`src/logic_cell_pkg.sv`:
```
// shared widths, encodings, source indices and carriers of the logic cell
package logic_cell_pkg;

    // =====================================================================
    // widths and counts
    localparam int NUM_LINES   = 4;
    localparam int SEL_W       = 3;
    localparam int GATE_W      = 2 * NUM_LINES;
    localparam int NUM_SOURCES = 8;

    // =====================================================================
    // source indices of the input multiplexers
    localparam logic [2:0] SRC_FEEDBACK = 3'h0;
    localparam logic [2:0] SRC_PIN_1    = 3'h1;
    localparam logic [2:0] SRC_PIN_2    = 3'h2;
    localparam logic [2:0] SRC_PWM_1    = 3'h3;
    localparam logic [2:0] SRC_PWM_2    = 3'h4;
    localparam logic [2:0] SRC_NCO      = 3'h5;
    localparam logic [2:0] SRC_SYSCLK   = 3'h6;
    localparam logic [2:0] SRC_LFOSC    = 3'h7;

    // =====================================================================
    // gate select bit positions: line k uses bits 2k (true), 2k+1 (inverted)
    localparam int GATE_TRUE_POS = 0;
    localparam int GATE_INV_POS  = 1;

    // =====================================================================
    // logic function codes
    typedef enum logic [2:0] {
        FN_AND_OR    = 3'h0,
        FN_OR_XOR    = 3'h1,
        FN_AND4      = 3'h2,
        FN_SR_LATCH  = 3'h3,
        FN_DFF_SR    = 3'h4,
        FN_DFF2_R    = 3'h5,
        FN_JK_R      = 3'h6,
        FN_DLATCH_SR = 3'h7
    } function_type;

    // =====================================================================
    // carriers
    typedef struct packed {
        logic         cell_enable;
        logic         pin_output_enable;
        logic         rise_irq_enable;
        logic         fall_irq_enable;
        function_type function_select;
    } cell_control_type;

    typedef struct packed {
        logic                 output_invert;
        logic [NUM_LINES-1:0] gate_invert_bits;
    } polarity_control_type;

    typedef logic [NUM_LINES-1:0][SEL_W-1:0] input_select_type;
    typedef logic [NUM_LINES-1:0][GATE_W-1:0] gate_select_type;

    typedef struct packed {
        logic low_freq_osc;
        logic sys_clock_tap;
        logic numeric_osc_out;
        logic pulse_width_out_2;
        logic pulse_width_out_1;
        logic pin_input_2;
        logic pin_input_1;
    } source_type;

    // =====================================================================
    // values after reset
    localparam cell_control_type CONTROL_RESET = '0;
    localparam logic             FLAG_RESET    = 1'b0;

endpackage : logic_cell_pkg

```
`src/configurable_logic_cell.sv`:
```
// configurable logic cell: selection, gating, function, polarity, edges
//
// Contract
// - four eight-input data multiplexers
// - select code picks input of same index
// - inputs 3..7: pulse_width_out_1, pulse_width_out_2, nco, sysclk, lfosc
// - selection and gating not initialised at power-up
// - gates AND chosen lines, true or inverted
// - per-gate polarity inverts gate result
// - 0x55/0xAA with polarity give AND/NAND/NOR/OR
// - empty gate gives constant from polarity
// - true and inverted together forces zero
// - one 8-bit select register per gate
// - eight functions of four gate outputs
// - result feeds peripherals, pin and feedback
// - output invert bit inverts cell result
// - polarity change counts as output edge
// - enabled rising or falling edge sets flag
// - set wins over software clear
// - reset clears the control register, cell and pin outputs and flag, and sets pin_out_en_n; selection, gating and polarity keep their values
// - keeps working in sleep
// - settings take effect at run time
// - function code decode table
// - disabled cell outputs logic zero
`timescale 1ns/1ps
`default_nettype none

module configurable_logic_cell (
    // clock and reset
    input  wire logic                                 mclk,
    input  wire logic                                 resetn,
    // signal sources
    input  wire logic_cell_pkg::source_type           sources,
    // control register write
    input  wire logic                                 ctrl_wr,
    input  wire logic_cell_pkg::cell_control_type     ctrl_wdata,
    // polarity register write
    input  wire logic                                 pol_wr,
    input  wire logic_cell_pkg::polarity_control_type pol_wdata,
    // input select write, all four line selects at once
    input  wire logic                                 sel_wr,
    input  wire logic_cell_pkg::input_select_type     sel_wdata,
    // gate select writes, one strobe per gate
    input  wire logic [3:0]                           gate_wr,
    input  wire logic [7:0]                           gate_wdata,
    // interrupt flag clear
    input  wire logic                                 flag_clear,
    // results
    output logic                                      cell_out,
    output logic                                      pin_out,
    output logic                                      pin_out_en_n,
    output logic                                      cell_irq_flag,
    output logic_cell_pkg::cell_control_type          ctrl_readback
);
    import logic_cell_pkg::*;

    // =====================================================================
    // helpers
    function automatic logic gate_eval(input logic [GATE_W-1:0] sel,
                                       input logic [NUM_LINES-1:0] d,
                                       input logic pol);
        logic acc;
        acc = 1'b1;
        for (int k = 0; k < NUM_LINES; k++) begin
            if (sel[2*k+GATE_TRUE_POS]) begin
                acc = acc & d[k];
            end
            if (sel[2*k+GATE_INV_POS]) begin
                acc = acc & ~d[k];
            end
        end
        // polarity 1 passes the AND, 0 inverts it
        return pol ? acc : ~acc;
    endfunction : gate_eval

    // =====================================================================
    // state
    cell_control_type     ctrl_r;
    cell_control_type     ctrl_nxt;
    polarity_control_type pol_r;
    polarity_control_type pol_nxt;
    input_select_type     sel_r;
    input_select_type     sel_nxt;
    gate_select_type      gate_sel_r;
    gate_select_type      gate_sel_nxt;
    logic                 cell_out_r;
    logic                 cell_out_nxt;
    logic                 pin_out_r;
    logic                 pin_out_nxt;
    logic                 pin_out_en_n_r;
    logic                 pin_out_en_n_nxt;
    logic                 flag_r;
    logic                 flag_nxt;

    logic [NUM_SOURCES-1:0] src;
    logic [NUM_LINES-1:0]   lines;
    logic [NUM_LINES-1:0]   gates;
    logic                   fn_out;
    logic                   lc_comb;
    logic                   rise_hit;
    logic                   fall_hit;
    logic                   edge_hit;

    // =====================================================================
    // configuration registers
    always_comb begin
        ctrl_nxt     = ctrl_wr ? ctrl_wdata : ctrl_r;
        pol_nxt      = pol_wr ? pol_wdata : pol_r;
        sel_nxt      = sel_wr ? sel_wdata : sel_r;
        gate_sel_nxt = gate_sel_r;
        for (int g = 0; g < NUM_LINES; g++) begin
            if (gate_wr[g]) begin
                gate_sel_nxt[g] = gate_wdata;
            end
        end
    end

    always_ff @(posedge mclk or negedge resetn) begin
        if (!resetn) begin
            ctrl_r <= CONTROL_RESET;
        end else begin
            ctrl_r <= ctrl_nxt;
        end
    end

    // kept across reset and free of power-up value
    always_ff @(posedge mclk) begin
        pol_r      <= pol_nxt;
        sel_r      <= sel_nxt;
        gate_sel_r <= gate_sel_nxt;
    end

    // =====================================================================
    // selection and gating, no dependence on any sleep state
    always_comb begin
        src               = '0;
        src[SRC_FEEDBACK] = cell_out_r;
        src[SRC_PIN_1]    = sources.pin_input_1;
        src[SRC_PIN_2]    = sources.pin_input_2;
        src[SRC_PWM_1]    = sources.pulse_width_out_1;
        src[SRC_PWM_2]    = sources.pulse_width_out_2;
        src[SRC_NCO]      = sources.numeric_osc_out;
        src[SRC_SYSCLK]   = sources.sys_clock_tap;
        src[SRC_LFOSC]    = sources.low_freq_osc;
        for (int k = 0; k < NUM_LINES; k++) begin
            lines[k] = src[sel_r[k]];
        end
        for (int g = 0; g < NUM_LINES; g++) begin
            gates[g] = gate_eval(gate_sel_r[g], lines,
                                 pol_r.gate_invert_bits[g]);
        end
    end

    logic_function u_function (
        .mclk   (mclk),
        .resetn (resetn),
        .enable (ctrl_r.cell_enable),
        .mode   (ctrl_r.function_select),
        .gates  (gates),
        .result (fn_out)
    );

    // =====================================================================
    // output stage and edge detection
    always_comb begin
        lc_comb = 1'b0;
        if (ctrl_r.cell_enable) begin
            lc_comb = fn_out ^ pol_r.output_invert;
        end
        // an invert change moves lc_comb and so is seen as an edge
        rise_hit = lc_comb & ~cell_out_r & ctrl_r.rise_irq_enable;
        fall_hit = ~lc_comb & cell_out_r & ctrl_r.fall_irq_enable;
        edge_hit = rise_hit | fall_hit;
        cell_out_nxt     = lc_comb;
        pin_out_nxt      = lc_comb & ctrl_r.pin_output_enable;
        pin_out_en_n_nxt = ~ctrl_r.pin_output_enable;
        flag_nxt         = flag_r;
        if (flag_clear) begin
            flag_nxt = FLAG_RESET;
        end
        if (edge_hit) begin
            flag_nxt = 1'b1;
        end
    end

    always_ff @(posedge mclk or negedge resetn) begin
        if (!resetn) begin
            cell_out_r     <= 1'b0;
            pin_out_r      <= 1'b0;
            pin_out_en_n_r <= 1'b1;
            flag_r         <= FLAG_RESET;
        end else begin
            cell_out_r     <= cell_out_nxt;
            pin_out_r      <= pin_out_nxt;
            pin_out_en_n_r <= pin_out_en_n_nxt;
            flag_r         <= flag_nxt;
        end
    end

    assign cell_out      = cell_out_r;
    assign pin_out       = pin_out_r;
    assign pin_out_en_n  = pin_out_en_n_r;
    assign cell_irq_flag = flag_r;
    assign ctrl_readback = ctrl_r;
endmodule : configurable_logic_cell

`default_nettype wire

```
`src/logic_function.sv`:
```
// eight-way logic function stage of the logic cell
`timescale 1ns/1ps
`default_nettype none

module logic_function (
    // clock and reset
    input  wire logic                         mclk,
    input  wire logic                         resetn,
    // configuration
    input  wire logic                         enable,
    input  wire logic_cell_pkg::function_type mode,
    // gate outputs, index 0 is gate 1
    input  wire logic [3:0]                   gates,
    // function result
    output logic                              result
);
    import logic_cell_pkg::*;

    logic q_r;
    logic q_nxt;
    logic clk_prev_r;
    logic clk_prev_nxt;
    logic clk_rise;

    // =====================================================================
    // function evaluation
    always_comb begin
        clk_prev_nxt = gates[0];
        clk_rise     = gates[0] & ~clk_prev_r;
        q_nxt        = q_r;
        result       = 1'b0;
        unique case (mode)
            FN_AND_OR: begin
                result = (gates[0] & gates[1]) | (gates[2] & gates[3]);
            end
            FN_OR_XOR: begin
                result = (gates[0] | gates[1]) ^ (gates[2] | gates[3]);
            end
            FN_AND4: begin
                result = &gates;
            end
            FN_SR_LATCH: begin
                // reset dominates set
                if (gates[2] | gates[3]) begin
                    q_nxt = 1'b0;
                end else if (gates[0] | gates[1]) begin
                    q_nxt = 1'b1;
                end
                result = q_nxt;
            end
            FN_DFF_SR: begin
                if (gates[2]) begin
                    q_nxt = 1'b0;
                end else if (gates[3]) begin
                    q_nxt = 1'b1;
                end else if (clk_rise) begin
                    q_nxt = gates[1];
                end
                result = q_r;
            end
            FN_DFF2_R: begin
                if (gates[2]) begin
                    q_nxt = 1'b0;
                end else if (clk_rise) begin
                    q_nxt = gates[1] & gates[3];
                end
                result = q_r;
            end
            FN_JK_R: begin
                if (gates[2]) begin
                    q_nxt = 1'b0;
                end else if (clk_rise) begin
                    q_nxt = (gates[1] & ~q_r) | (~gates[3] & q_r);
                end
                result = q_r;
            end
            FN_DLATCH_SR: begin
                if (gates[2]) begin
                    q_nxt = 1'b0;
                end else if (gates[3]) begin
                    q_nxt = 1'b1;
                end else if (gates[0]) begin
                    q_nxt = gates[1];
                end
                result = q_nxt;
            end
        endcase
        // a disabled cell starts its storage from zero
        if (!enable) begin
            q_nxt = 1'b0;
        end
    end

    always_ff @(posedge mclk or negedge resetn) begin
        if (!resetn) begin
            q_r        <= 1'b0;
            clk_prev_r <= 1'b0;
        end else begin
            q_r        <= q_nxt;
            clk_prev_r <= clk_prev_nxt;
        end
    end
endmodule : logic_function

`default_nettype wire

```
`config.mk`:
```
export PLATFORM = sky130hd
export DESIGN_NAME = configurable_logic_cell
export DESIGN_NICKNAME = d
export VERILOG_FILES = /design/src/logic_cell_pkg.sv /design/src/configurable_logic_cell.sv /design/src/logic_function.sv
export SDC_FILE = /design/constraint.sdc
export NUM_CORES = 1
export LEC_CHECK = 0
export BUFFER_PORTS_ARGS = -buffer_cell sky130_fd_sc_hd__buf_4
export CORE_MARGIN = 2
export CORE_UTILIZATION = 53
export DETAILED_ROUTE_END_ITERATION = 6
export PLACE_DENSITY = 0.82
export SLEW_MARGIN = 10
export SYNTH_ARGS = -nofsm -noshare
export SYNTH_HDL_FRONTEND = slang
export SYNTH_SLANG_ARGS = --single-unit
```
`constraint.sdc`:
```
create_clock -name mclk -period 3.69 [get_ports mclk]
set_input_delay 0.369 -clock mclk [delete_from_list [all_inputs] [get_ports mclk]]
set_output_delay 0.369 -clock mclk [all_outputs]
set_load 0.02 [all_outputs]
```
==> flow_metrics.tcl <==
set metrics [dict create \
    status "finished clean" \
    regArea_um2 1800 \
    placed_area_um2 3230 \
    gr-usage-all-layers_pct 20.5 \
    yosys.area.top_type "edfxtp_1" \
    grt_use_met3_pct 7.36 \
    r2r_slack_ps 140 \
    stdcell_area_um2 3620 \
    antenna_found_initial 0 \
    yosys.area.top_type_share_pct 54.8 \
    worstMarginPinSlew_ps 381 \
    grt_max_degree 14 \
    final.setup_skew_ps 4.94 \
    layout.nets 289 \
    wl_per_cell_um 17.2 \
    synthFlopType "edfxtp_1" \
    cp_slowest_cell "mux4_1" \
    drive_gt1_share_pct 46.7 \
    critical_path_required_ps 3950 \
    synth_area_per_cell_um2 17.1 \
    synthTopCellsByArea "edfxtp_1 (55%), dfrtp_1 (11%), mux2i_1 (6.0%)" \
    grt_pass1_wl_um 7980 \
    met1_usage_pct 25.9 \
    fin_crit_ps 3550 \
    worstPathCellList "mux4_1 -> mux2i_4 -> buf_4 -> mux2i_1 -> nand4_2 -> xnor2_2 -> buf_4 -> and2_4 -> o311a_1 -> or3_4 -> a2111o_1 -> o211ai_1" \
    timing.final.hold_violations 0 \
    start_kind "register" \
    rows 25 \
    maxCapViolCount 0 \
    drt-vias-per-instance 5.61 \
    drtIter0Drc 121 \
    finalCritPeriodShare_pct 96.3 \
    peakVddDrop_mv 0.364 \
    syn_inst 157 \
    fill_cells 302 \
    endpoint_kind "register" \
    synth_most_common_cell "edfxtp_1" \
    area_delta_synth_final_pct 34.8 \
    ys_seq_area_share_pct 67.0 \
    antenna_left 0 \
    synth_commonest_cells "edfxtp_1 (49), mux2i_1 (16), dfrtp_1 (12)" \
    syn_nets 206 \
    cts_buffers 9 \
    die-width_um 75.2 \
    tritoncts "built" \
    hold_class "in -> reg" \
    clkTransAtPathRegs_ps 70 \
    top_usage_layer "met2" \
    max_stage_delay_ps 610 \
    pin_count 60 \
    synth-edff-count 49 \
    antenna_cells 0 \
    cts_max_level 3 \
    start_util_pct 55.7 \
    pre_cts_slack_ps -8.42 \
    drtPass1Iterations 4 \
    holdWs_ps 204 \
    netlist_area_um2 2690 \
    gr-total-overflow 0 \
    async_flop_share_pct 21.0 \
    dieHeight_um 75.2 \
    core-area_um2 4820 \
    drt_wl_total_um 5340 \
    critPathMaxFanout 6 \
    yosysWarnings 0 \
    cts-root-buf "clkbuf_8" \
    drc 0 \
    crit_type "reg -> reg" \
    place_congestion 0.854 \
    relSlewSlack_pct 74.6 \
    clock_sinks 62 \
    finalWorstSetupSlack_ps 136 \
    total_power_uw 1890 \
    numPortBuffers 59 \
    place_hpwl_um 3650 \
    clkLatencyLatePin_ps 330 \
    synth-seq-cells 62 \
    slew_viol_final 0 \
    vias 1746 \
    die-area_um2 5650 \
    crit_top_cell "buf_4" \
    synth_cell_type_count 39 \
    multi_input_area_um2 922 \
    fmax_ghz 0.281 \
    cp.arrival_ps 3810 \
    power_density_nw_per_um2 523 \
    grtUsageMet2_pct 32.0 \
    fin_tns_setup_ps 0 \
    grt_pass1_vias 1642 \
    finalSetupViolCount 0 \
    p_leak_uw 0.00147 \
    clk_path_buf_depth 2 \
]
## layout make-up
| class | instances | share of cell area, % |
|---|---|---|
| repair buffers | 75 | 15.6 |
| clock inverters | 6 | 3.08 |
| multi-input cells | 88 | 25.5 |
| clock buffers | 9 | 3.42 |
| well taps | 67 | 2.32 |
| inverters | 4 | 0.415 |
| flip-flops and latches | 62 | 49.7 |
## power by group
group,switching [uW],internal [uW],leakage (uW)
logic,149,179,0.000714
registers,41.7,822,0.000638
clock network,257,444,0.000115
## final timing paths
kind / cells after the start / startpoint / to
worst max-delay path: 12 / sel_r[3] / cell_irq_flag
worst min-delay path: 1 / sel_wdata[4] / sel_r[4]
worst max register to register: 12 / sel_r[3] / cell_irq_flag
worst min register to register: 1 / ctrl_readback[5] / pin_out_en_n
max in group asynchronous: 2 / resetn / pin_out_en_n
min in group asynchronous: 2 / resetn / ctrl_readback[6]
## state kept, by name (all words and copies together), names as in the netlist
name                   flops
u_function.clk_prev_r      1
pin_out_en_n               1
u_function.q_r             1
gate_sel_r                32
pol_r                      5
cell_irq_flag              1
sel_r                     12
pin_out                    1
ctrl_readback              7
cell_out                   1
## critical path, delay by kind of cell (launching register included)
kind / cells / cell delay [ps]
compound gates: 3 / 800
xor+xnor: 1 / 160
buf+inv: 2 / 310
flops: 1 / 390
mux: 3 / 1090
simple gates: 3 / 720
## per-stage QoR
stage / std cells / util [%]
floorplan: 157 / -
global placement: 284 / 67.0
detailed placement: 284 / 67.0
CTS: 300 / 72.1
global route: 311 / 75.1
finish: 311 / 75.1
## layer usage
metal / vias up / share of wire, %
li1: 802 / -
met1: 862 / 40
met2: 71 / 52
met3: 11 / 6.3
met4: 0 / 1.9
met5: - / 0
## repair_timing
action | 4_1_cts | 5_1_grt
gates resized for setup | 0 | 15
setup endpoints to repair | 0 | 3
hold buffers | 1 | 0
setup buffers | 0 | 11
endpoints found under the hold margin | 12 | 0
## cells by family (layout without fill, tap and decap cells)
group	count (synthesis)	after routing	synth area share, %
AO/OA/AOI/OAI	26	26	7.50
XOR/XNOR	6	6	2.24
buffers and inverters	7	94	1.12
flip-flops	62	62	67.0
multiplexers	32	32	17.2
AND/OR/NAND/NOR	24	24	4.94
## cell usage in the layout (no fill, tap or decap), drive strengths merged
cell type and count:
nor2 4, a41oi 1, nor3 1, clkinvlp 1, xnor2 3, o211ai 2, and3 1, o311a 1
bufinv 3, edfxtp 49, a2111oi 2, o22ai 2, nand2b 1, and2 3, a221oi 1, clkinv 2
a2111o 3, mux4 8, mux2i 20, xor2 3, dfrtp 12, nand2 8, o21a 1, clkbuf 9
or3 1, o21ai 8, o32ai 2, buf 74, inv 4, a211oi 2, or2 1, dfstp 1
dlygate4sd3 1, nand4 4, mux2 4, o311ai 1
No activity file was read; power rests on OpenSTA's default activity.
